--- config.mk ---
export PLATFORM = sky130hd
export DESIGN_NAME = hs_central_codec_flat
export DESIGN_NICKNAME = d
export VERILOG_FILES = /design/src/hs_codec_pkg.sv /design/src/hs_link_if.sv /design/src/hs_central_codec.sv /design/src/flat_wrapper.sv
export SDC_FILE = /design/constraint.sdc
export NUM_CORES = 1
export LEC_CHECK = 0
export ABC_AREA = 1
export BUFFER_PORTS_ARGS = -buffer_cell sky130_fd_sc_hd__buf_4
export CORE_ASPECT_RATIO = 0.5
export CORE_UTILIZATION = 40
export DETAILED_ROUTE_END_ITERATION = 10
export PLACE_DENSITY_LB_ADDON = 0.1
export SLEW_MARGIN = 10
export SYNTH_ARGS = -nofsm -noshare
export SYNTH_HDL_FRONTEND = slang
export SYNTH_SLANG_ARGS = --single-unit
--- constraint.sdc ---
create_clock -name clk_sys_in -period 4.85 [get_ports clk_sys_in]
set_clock_uncertainty 0.2 [all_clocks]
set_input_delay 0 -clock clk_sys_in [delete_from_list [all_inputs] [get_ports clk_sys_in]]
set_output_delay 0 -clock clk_sys_in [all_outputs]
set_load 0.02 [all_outputs]
--- src/hs_codec_pkg.sv ---
// Constants and types shared by both ends of the handshake capability field codec.
// Assumes the framing layer around it delivers and accepts whole octets.
package hs_codec_pkg;

  // ****************************************
  // Octet field positions (bit n of the text is index n-1)
  // ****************************************
  localparam int unsigned BIT_UP_LOWER = 0;
  localparam int unsigned BIT_DN_LOWER = 1;
  localparam int unsigned BIT_NS_RSVD = 2;
  localparam int unsigned BIT_STM = 3;
  localparam int unsigned BIT_ATM = 4;
  localparam int unsigned BIT_EOC_CLEAR = 5;
  localparam int unsigned BIT_SUBCHAN = 0;
  localparam int unsigned BIT_DFT_SIZE = 3;
  localparam int unsigned BIT_CE_LEN = 4;
  localparam logic [5:0] SEL_MASK = 6'h18;
  localparam logic [5:0] NS_MASK = 6'h3B;
  localparam logic [5:0] NO_PARAMS = 6'h00;
  localparam logic [5:0] DEF_DFT_MULT = 6'h08;
  localparam logic [9:0] DEF_CE_LEN = 10'h040;
  localparam int unsigned DFT_POINTS_SHIFT = 8;
  localparam int unsigned SILENT_CYCLES = 16;

  // ****************************************
  // Message types and octet index
  // ****************************************
  typedef enum logic [1:0] {
    MSG_CL = 2'h0,
    MSG_CLR = 2'h1,
    MSG_MS = 2'h2
  } msg_type_t;

  localparam int unsigned NUM_OCTETS = 6;
  localparam logic [2:0] IDX_L1 = 3'h0;
  localparam logic [2:0] IDX_NS = 3'h1;
  localparam logic [2:0] IDX_SEL = 3'h2;
  localparam logic [2:0] IDX_DFT = 3'h3;
  localparam logic [2:0] IDX_CE1 = 3'h4;
  localparam logic [2:0] IDX_CE2 = 3'h5;
  localparam logic [2:0] IDX_LAST = 3'h5;
  localparam logic [7:0] L1_LINE_MODE = 8'h01;

endpackage : hs_codec_pkg

--- src/hs_link_if.sv ---
// Octet stream between central and remote handshake codecs.
// Assumes one clock; valid/ready handshake per octet.
`timescale 1ns/1ps
interface hs_link_if;
  import hs_codec_pkg::*;
  // Central to remote
  logic c2r_valid;
  logic c2r_ready;
  logic [7:0] c2r_octet;
  logic c2r_last;
  msg_type_t c2r_type;
  // Remote to central
  logic r2c_valid;
  logic r2c_ready;
  logic [7:0] r2c_octet;
  logic r2c_last;
  msg_type_t r2c_type;

  modport central (output c2r_valid, c2r_octet, c2r_last, c2r_type, r2c_ready,
                   input c2r_ready, r2c_valid, r2c_octet, r2c_last, r2c_type);
  modport remote (input c2r_valid, c2r_octet, c2r_last, c2r_type, r2c_ready,
                  output c2r_ready, r2c_valid, r2c_octet, r2c_last, r2c_type);
endinterface : hs_link_if

--- src/hs_central_codec.sv ---
// Central transceiver end: handshake states, capability list and mode select.
// Assumes the link carries whole parameter octets; modulation sits downstream.
`timescale 1ns/1ps

module hs_central_codec
  import hs_codec_pkg::*;
#(
  parameter int unsigned SILENT_LEN = SILENT_CYCLES
) (
  // Clock and reset
  input wire logic clk_sys_in,
  input wire logic arst_n_in,
  // Network control
  input wire logic net_start_in,
  input wire logic loss_of_signal_in,
  input wire logic init_error_in,
  // Local capabilities
  input wire logic [5:0] cap_flags_in,
  input wire logic [5:0] dft_mult_in,
  input wire logic [9:0] ce_len_in,
  input wire logic [1:0] frame_bits_in,
  // Link
  hs_link_if.central link,
  // Status
  output logic silent_out,
  output logic busy_out,
  output logic quiet_out,
  output logic training_out,
  output logic [5:0] sel_ns_out,
  output logic [15:0] dft_points_out,
  output logic [9:0] ce_len_out,
  output logic dpsk_bit_out
);

  // ****************************************
  // State
  // ****************************************
  typedef enum logic [5:0] {
    ST_SILENT = 6'b000001,
    ST_SEND_CL = 6'b000010,
    ST_WAIT_CLR = 6'b000100,
    ST_SEND_MS = 6'b001000,
    ST_QUIET = 6'b010000,
    ST_TRAIN = 6'b100000
  } cstate_t;

  typedef struct packed {
    cstate_t st;
    logic [2:0] idx;
    msg_type_t tx_type;
    logic [5:0] peer_ns;
    logic [5:0] sel_ns;
    logic [5:0] dft;
    logic [9:0] ce;
    logic [15:0] quiet_cnt;
    logic dpsk;
  } cstate_all_t;

  cstate_all_t state_reg;
  cstate_all_t state_next;
  logic [5:0] cl_ns;
  logic [5:0] ms_ns;
  logic [7:0] tx_octet;

  always_comb begin
    cl_ns = cap_flags_in & NS_MASK;
    if (!cl_ns[BIT_STM] && !cl_ns[BIT_ATM]) begin
      cl_ns[BIT_ATM] = 1'b1;
    end
  end

  // Pick at most one band direction, exactly one transport
  always_comb begin
    ms_ns = cl_ns & state_reg.peer_ns;
    if (ms_ns[BIT_UP_LOWER] && ms_ns[BIT_DN_LOWER]) begin
      ms_ns[BIT_UP_LOWER] = 1'b0;
    end
    if (ms_ns[BIT_STM]) begin
      ms_ns[BIT_ATM] = 1'b0;
    end else if (!ms_ns[BIT_ATM]) begin
      ms_ns[BIT_ATM] = 1'b1;
    end
  end

  // Octet builder for outgoing messages
  // Framing bits 8,7 passed through
  always_comb begin
    tx_octet = 8'h00;
    unique case (state_reg.idx)
      IDX_L1: tx_octet = {frame_bits_in, L1_LINE_MODE[5:0]};
      IDX_NS: tx_octet = {frame_bits_in,
                          (state_reg.tx_type == MSG_MS) ? ms_ns : cl_ns};
      IDX_SEL: tx_octet = {frame_bits_in, SEL_MASK};
      IDX_DFT: tx_octet = {frame_bits_in, dft_mult_in};
      IDX_CE1: tx_octet = {frame_bits_in, 2'b00, ce_len_in[9:6]};
      IDX_CE2: tx_octet = {frame_bits_in, ce_len_in[5:0]};
      default: tx_octet = 8'h00;
    endcase
  end

  // Next state
  always_comb begin
    state_next = state_reg;
    unique case (state_reg.st)
      ST_SILENT: begin
        if (net_start_in) begin
          state_next.st = ST_SEND_CL;
          state_next.idx = IDX_L1;
          state_next.tx_type = MSG_CL;
        end
      end
      ST_SEND_CL, ST_SEND_MS: begin
        if (link.c2r_ready) begin
          state_next.dpsk = state_reg.dpsk ^ tx_octet[0];
          if (state_reg.idx == IDX_LAST) begin
            state_next.idx = IDX_L1;
            state_next.st = (state_reg.st == ST_SEND_CL) ? ST_WAIT_CLR : ST_QUIET;
            state_next.quiet_cnt = '0;
            if (state_reg.st == ST_SEND_MS) begin
              state_next.sel_ns = ms_ns;
              state_next.dft = dft_mult_in;
              state_next.ce = ce_len_in;
            end
          end else begin
            state_next.idx = state_reg.idx + 3'h1;
          end
        end
      end
      ST_WAIT_CLR: begin
        if (link.r2c_valid && link.r2c_type == MSG_CLR) begin
          if (state_reg.idx == IDX_NS) begin
            state_next.peer_ns = link.r2c_octet[5:0];
          end
          state_next.idx = link.r2c_last ? IDX_L1 : state_reg.idx + 3'h1;
          if (link.r2c_last) begin
            state_next.st = ST_SEND_MS;
            state_next.tx_type = MSG_MS;
          end
        end
      end
      ST_QUIET: begin
        if (state_reg.quiet_cnt == 16'(SILENT_LEN - 1)) begin
          state_next.st = ST_TRAIN;
        end else begin
          state_next.quiet_cnt = state_reg.quiet_cnt + 16'h0001;
        end
      end
      ST_TRAIN: state_next.st = ST_TRAIN;
      default: state_next.st = ST_SILENT;
    endcase
    // Loss or error returns to silence
    if (loss_of_signal_in || init_error_in) begin
      state_next.st = ST_SILENT;
      state_next.idx = IDX_L1;
    end
  end

  // Register
  always_ff @(posedge clk_sys_in or negedge arst_n_in) begin
    if (!arst_n_in) begin
      state_reg <= '{st: ST_SILENT, idx: IDX_L1, tx_type: MSG_CL, peer_ns: NO_PARAMS,
                     sel_ns: NO_PARAMS, dft: DEF_DFT_MULT, ce: DEF_CE_LEN,
                     quiet_cnt: 16'h0000, dpsk: 1'b0};
    end else begin
      state_reg <= state_next;
    end
  end

  // ****************************************
  // Outputs
  // ****************************************
  // Duplex message octets
  assign link.c2r_valid = (state_reg.st == ST_SEND_CL) || (state_reg.st == ST_SEND_MS);
  assign link.c2r_octet = tx_octet;
  assign link.c2r_last = (state_reg.idx == IDX_LAST);
  assign link.c2r_type = state_reg.tx_type;
  assign link.r2c_ready = (state_reg.st == ST_WAIT_CLR);
  assign silent_out = (state_reg.st == ST_SILENT);
  assign busy_out = link.c2r_valid || link.r2c_ready;
  assign quiet_out = (state_reg.st == ST_QUIET);
  assign training_out = (state_reg.st == ST_TRAIN);
  assign sel_ns_out = state_reg.sel_ns;
  assign dft_points_out = {2'b00, state_reg.dft, 8'h00};
  assign ce_len_out = state_reg.ce;
  // One differential bit for all carriers
  assign dpsk_bit_out = state_reg.dpsk;

endmodule : hs_central_codec

--- src/flat_wrapper.sv ---
// flat-port wrapper written by rule: the top's interface ports become plain ports
module hs_central_codec_flat import hs_codec_pkg::*;
#(
  parameter int unsigned SILENT_LEN = SILENT_CYCLES
)
  (clk_sys_in, arst_n_in, net_start_in, loss_of_signal_in, init_error_in, cap_flags_in, dft_mult_in, ce_len_in, frame_bits_in, silent_out, busy_out, quiet_out, training_out, sel_ns_out, dft_points_out, ce_len_out, dpsk_bit_out, link_c2r_valid, link_c2r_octet, link_c2r_last, link_c2r_type, link_r2c_ready, link_c2r_ready, link_r2c_valid, link_r2c_octet, link_r2c_last, link_r2c_type);
  hs_link_if link_i ();
  input wire logic clk_sys_in;
  input wire logic arst_n_in;
  input wire logic net_start_in;
  input wire logic loss_of_signal_in;
  input wire logic init_error_in;
  input wire logic [5:0] cap_flags_in;
  input wire logic [5:0] dft_mult_in;
  input wire logic [9:0] ce_len_in;
  input wire logic [1:0] frame_bits_in;
  output logic silent_out;
  output logic busy_out;
  output logic quiet_out;
  output logic training_out;
  output logic [5:0] sel_ns_out;
  output logic [15:0] dft_points_out;
  output logic [9:0] ce_len_out;
  output logic dpsk_bit_out;
  output wire logic [$bits(link_i.c2r_valid)-1:0] link_c2r_valid;
  output wire logic [$bits(link_i.c2r_octet)-1:0] link_c2r_octet;
  output wire logic [$bits(link_i.c2r_last)-1:0] link_c2r_last;
  output wire logic [$bits(link_i.c2r_type)-1:0] link_c2r_type;
  output wire logic [$bits(link_i.r2c_ready)-1:0] link_r2c_ready;
  input wire logic [$bits(link_i.c2r_ready)-1:0] link_c2r_ready;
  input wire logic [$bits(link_i.r2c_valid)-1:0] link_r2c_valid;
  input wire logic [$bits(link_i.r2c_octet)-1:0] link_r2c_octet;
  input wire logic [$bits(link_i.r2c_last)-1:0] link_r2c_last;
  input wire logic [$bits(link_i.r2c_type)-1:0] link_r2c_type;
  assign link_c2r_valid = link_i.c2r_valid;
  assign link_c2r_octet = link_i.c2r_octet;
  assign link_c2r_last = link_i.c2r_last;
  assign link_c2r_type = link_i.c2r_type;
  assign link_r2c_ready = link_i.r2c_ready;
  assign link_i.c2r_ready = link_c2r_ready;
  assign link_i.r2c_valid = link_r2c_valid;
  assign link_i.r2c_octet = link_r2c_octet;
  assign link_i.r2c_last = link_r2c_last;
  assign link_i.r2c_type = link_r2c_type;
  hs_central_codec #(.SILENT_LEN(SILENT_LEN)) u_core (.clk_sys_in(clk_sys_in), .arst_n_in(arst_n_in), .net_start_in(net_start_in), .loss_of_signal_in(loss_of_signal_in), .init_error_in(init_error_in), .cap_flags_in(cap_flags_in), .dft_mult_in(dft_mult_in), .ce_len_in(ce_len_in), .frame_bits_in(frame_bits_in), .link(link_i), .silent_out(silent_out), .busy_out(busy_out), .quiet_out(quiet_out), .training_out(training_out), .sel_ns_out(sel_ns_out), .dft_points_out(dft_points_out), .ce_len_out(ce_len_out), .dpsk_bit_out(dpsk_bit_out));
endmodule
### Word level (Yosys, flattened, before mapping)

Cells that the tools add are included.

| cells by class | value |
|---|---|
| div/mod/pow operators | 0 |
| reductions and logical operators | 20 |
| muxes and demuxes | 24 |
| bitwise gates (word level) | 2 |
| shift-type cells | 0 |
| $add $sub $neg | 2 |
| order comparisons | 0 |
| equality and inequality tests | 26 |
| multiply operators | 0 |

Operators with widths:

| kind | count |
|---|---|
| 8-bit case mux with 6 select lines | 1 |
| 17-bit two-way mux | 2 |
| 16-bit two-way mux | 2 |
| 16-bit case mux with 2 select lines | 1 |
| 6-bit two-way mux | 5 |
| 6-bit case mux with 5 select lines | 1 |
| 9-bit two-way mux | 2 |
| 16-bit by 1-bit adder with 16-bit output, second input constant | 1 |
| 16-bit by 4-bit equality test with 1-bit output, second input constant | 1 |
| 4-bit AND reduction | 4 |
| 2-bit inequality test, second input constant | 6 |
| 11-bit two-way mux | 1 |
| 3-bit by 2-bit inequality test with 1-bit output, second input constant | 3 |
| 3-bit case mux with 3 select lines | 1 |
| 6-bit AND | 1 |
| 3-bit by 2-bit equality test with 1-bit output, second input constant | 2 |
| 3-bit equality test, second input constant | 2 |
| 6-bit by 1-bit equality test with 1-bit output, second input constant | 1 |
| 6-bit by 2-bit equality test with 1-bit output, second input constant | 1 |
| 6-bit by 3-bit equality test with 1-bit output, second input constant | 1 |
| 6-bit by 4-bit equality test with 1-bit output, second input constant | 1 |
| 6-bit by 5-bit equality test with 1-bit output, second input constant | 1 |
| 6-bit equality test, second input constant | 1 |
| 3-bit two-way mux | 2 |
| other kinds (21) | 30 |

| word-level totals | value |
|---|---|
| bits in read-only memories | 0 |
| flip-flop bits (word level) | 56 |
| bits in writable memories | 0 |
| logic and storage cells | 83 |
| latch bits | 0 |
| output and inout bits | 50 |
| memories kept | 0 |

### Longest topological paths before layout

| logic depth | value |
|---|---|
| depth after elaboration | 11 |
| depth in mapped cells | 11 |
| mapped depth without buffers | 11 |

### Least setup slack after synthesis

Ideal clock, no wire load.

| path | value |
|---|---|
| kind | register -> register |
| start point | reg u_core.state_reg[48] in the netlist's numbering |
| end point | reg u_core.state_reg, in the netlist u_core.dpsk_bit_out |
| path slack | 2.955 ns |
| arrival | 1.575 ns |
| buffers on the path | 1 |
| cell stages (with the launch flop) | 10 |
| library setup time | 0.119 ns |
| cell sequence | dfrtp_1 > inv_1 > ha_1 > nand2_1 > buf_2 > inv_1 > nand2_1 > nand4_1 > nand3b_1 > nand2_1 |

| on the way | value |
|---|---|
| longest elaborated chain between the ends | 3 |
| elaborated cells on any way between the ends | 8 |

RTL lines:

| item | line | text |
|---|---|---|
| start, declared | hs_central_codec.sv:59 | `cstate_all_t state_reg;` |
| start signal, assigned | hs_central_codec.sv:161 | `state_reg <= '{st: ST_SILENT, idx: IDX_L1, tx_type: MSG_CL, peer_ns: NO_PARAMS,` |
| start signal, assigned | hs_central_codec.sv:165 | `state_reg <= state_next;` |
| 3-bit equality test | n/a |  |
| net link_c2r_last | flat_wrapper.sv:27 | `output wire logic [$bits(link_i.c2r_last)-1:0] link_c2r_last;` |
| 8-bit case mux with 6 select lines | hs_central_codec.sv:89 | `unique case (state_reg.idx)` |
| net link_c2r_octet[0] | flat_wrapper.sv:26 | `output wire logic [$bits(link_i.c2r_octet)-1:0] link_c2r_octet;` |
| 1-bit bitwise XOR | hs_central_codec.sv:114 | `state_next.dpsk = state_reg.dpsk ^ tx_octet[0];` |

The timed path passes the listed nets, and every way through them passes these cells.
A chain may end at the register's enable or synchronous reset.

### Worst setup path in the final report

| path | value |
|---|---|
| start point | reg u_core.state_reg[48] in the netlist's numbering |
| end point | reg u_core.state_reg, in the netlist u_core.sel_ns_out[4] |

| on the way | value |
|---|---|
| longest elaborated chain between the ends | 2 |

RTL lines:

| item | line | text |
|---|---|---|
| 3-bit equality test | hs_central_codec.sv:115 | `if (state_reg.idx == IDX_LAST) begin` |
| 4-bit AND reduction (no line) | n/a |  |

Every way passes these cells.

==> key figures <==
Outcome
  • Status: finished clean

Route
  • DRT antenna net count: 0
  • Remaining DRCs: 0
  • Drt first pass iters: 4
  • DR vias: 2835
  • Vias per cell: 4.67
  • Initial DRC count: 84
  • Routed WL per cell: 12.8 um
  • Final WL: 7780 um

Worst setup path
  • Reg2reg start: u_core.state_reg[48]$_DFFE_PN0P_
  • Worst r2r path cells: 8
  • CP Data Arrival Time: 2.92 ns
  • CP endpoint kind: register
  • Required @ worst endpoint: just under 5 ns
  • Peak fanout along the critical path: 31
  • Worst reg2reg endpoint: u_core.sel_ns_out[4]$_DFFE_PN0P_
  • Reg2reg setup slack: 1.95 ns
  • Critical path class: reg2reg
  • Startpoint types: register

Power and ir drop
  • Leak Pwr: 2.16 nW
  • Seq pwr share: 47.6%
  • Combinational power share: 14.3%
  • VDD IR max: 0.128 mV
  • P_sw: 0.253 mW
  • Internal: 0.697 mW
  • Cell Pwr Density: about 230 mW/mm2
  • Clock share of power: between 30% and 40%
  • Sw Ratio: about a quarter

Floorplanning
  • DIE WIDTH: 128 um
  • Number of placement rows: 22
  • Die Y: 65.0 um
  • Ports: between 90 and 100
  • Area of the die: roughly 0.0083 mm2
  • Initial core utilization: a little over two fifths
  • Core area: 0.00749 mm2

Timing
  • Setup repair after global routing missed its margin: false
  • Final number of setup-violating endpoints: 0
  • PnR worst setup slack: 1.95 ns
  • Setup TNS: 0 ns
  • WHS: 0.0739 ns
  • Period utilisation layout: 59.8%
  • Slew headroom: 35.0%
  • Tmin final: 2.90 ns
  • Final Hold Viols: 0
  • Slew @ Worst Pin: 0.973 ns
  • F_max: 345 MHz
  • Slew Limit Fails: 0

Clock network
  • Hold_buf cts: 33
  • CTS Buffer Depth: 2
  • Clk_lat worst skew: 0.30 ns
  • Root buf cell: clkbuf_16
  • Post-CTS setup repair buffer count: 0
  • Post_cts resized: 0
  • CTS Buf Count: 5
  • CTS clk-pin slew, worst paths: approximately 0.070 ns
  • CTS tree: yes
  • H-tree lvl count: 2
  • Sink Count: 52

Cells and area
  • Max reg flops: 29
  • Nets: around 550
  • Fillers: roughly 750
  • Design area: 0.00410 mm2
  • Final core occ: 54.8%
  • Area delta synth->final: 29.3%
  • Share of layout cells above drive strength 1: 21.4%
  • Ant. Diodes: 0

Job
  • Max Cap Viol: 0

Logic synthesis
  • Synthesized area: between 0.003 and 0.004 mm2
  • Syn avg cell area: 7.68 um2
  • #FFs+latches synth: 52
  • Synth Flop Type: dfrtp_1
  • Top post-synthesis cells by area: dfrtp_1 (39%), nand2_1 (13%), buf_4 (8.0%)
  • Seq/Total Area, Yosys: 41.1%
  • Asr flop ratio synth: 100%
  • Post-synth EDFFs: 0
  • Leading cell type by number of instances after synthesis: nand2_1
  • Synth cell count leaders: nand2_1 (109), dfrtp_1 (49), inv_1 (46)
  • Post-Synthesis Cells: 413
  • Share of the synthesized area in the top cell type: 38.7%
  • Syn. warnings: 0
  • Netlist cell types: 33
  • Area leader, netlist: dfrtp_1

Global route
  • Grt ovf: 0
  • First-pass GRT wire length: 12900 um
  • Tot GR Track Use: 20.2%
  • Initial antenna violation count: 0
  • Vias in the first global route: 2692
  • Largest net degree at the start of global routing: between 50 and 60

Placed design
  • Port Buffers: 74
  • Placed instance area: 0.00362 mm2
  • Gpl congestion: roughly 0.84
  • Place WS: 1.90 ns
  • DP HPWL: about 5500 um

Hold path
  • Hold crit path type: in2async
how the worst max path moves through the flow:
stage                                      from                               end  cells after the start
6_report       u_core.state_reg[48]$_DFFE_PN0P_  u_core.sel_ns_out[4]$_DFFE_PN0P_                      8
5_1_grt        u_core.state_reg[48]$_DFFE_PN0P_  u_core.sel_ns_out[4]$_DFFE_PN0P_                      8
4_1_cts        u_core.state_reg[48]$_DFFE_PN0P_  u_core.sel_ns_out[4]$_DFFE_PN0P_                      8
3_3_place_gp   u_core.state_reg[48]$_DFFE_PN0P_  u_core.sel_ns_out[4]$_DFFE_PN0P_                      8
3_5_place_dp   u_core.state_reg[48]$_DFFE_PN0P_  u_core.sel_ns_out[4]$_DFFE_PN0P_                      8
2_1_floorplan  u_core.state_reg[48]$_DFFE_PN0P_   u_core.dpsk_bit_out$_DFFE_PN0P_                      9
routing by layer:
metal / GRT usage [%] / vias up / wire (um)
li1: - / 1445 / -
met1: 28.2 / 1309 / 3900
met2: 31.5 / 71 / 3380
met3: 4.38 / 10 / 394
met4: 5.74 / 0 / 108
met5: 0 / - / 0
kinds of logic after synthesis:
logic type	count (synthesis)	synth area share, %
fa+ha+maj	6	2.37
xor+xnor	8	2.21
mux	4	1.89
buf+inv	89	14.7
simple gates	203	28.6
compound gates	50	8.99
flops	52	41.1
other cells	1	0.118
power by group through the flow:
stage / registers, mW / clock network, mW / logic [mW]
CTS: 0.453 / 0.372 / 0.136
floorplan: 0.464 / 0 / 0.0637
detailed placement: 0.461 / 0 / 0.116
finish: 0.453 / 0.362 / 0.136
global placement: 0.461 / 0 / 0.116
global route: 0.454 / 0.393 / 0.152
area by class of cell:
type | instances | area (um2) | share of cell area [%]
sequential | 52 | 1310 | 31.8
inverter | 49 | 186 | 4.55
multi-input combinational | 283 | 1440 | 35.2
tap | 108 | 135 | 3.30
clock buffer | 5 | 125 | 3.05
clock inverter | 3 | 21.3 | 0.519
timing repair buffer | 107 | 886 | 21.6
critical path, cell delays in order (launching register included):
cell and delay, ns:
dfrtp_1 0.41, inv_1 0.09, ha_1 0.19, nand2_1 0.28
nor2_1 0.25, nand2_1 0.60, inv_1 0.58, nor2_1 0.08
a31oi_1 0.14
per-stage QoR:
step                      total power [mW]  std cells
after floorplan                      0.528        424
after global placement               0.576        566
after detailed placement             0.577        566
after CTS                            0.961        607
after global routing                 0.999        607
final                                0.950        607
placed cells by master, fill, tap and decap left out, drive strengths merged:
cell type    count
dlygate4sd3     33
dfstp            3
o221ai           3
xnor2            2
nand2          115
inv             50
buf             74
nand3           30
nor2            41
conb            12
o22ai            1
a31oi            1
o21ai           31
and3             1
xor2             6
clkinv           1
nor3             8
clkbuf           5
o2111ai          2
nand4            6
a22o             1
mux2             4
clkinvlp         1
a21oi            7
nand3b           2
o211ai           4
dfrtp           49
ha               6
(Power assumes the default switching activity.)
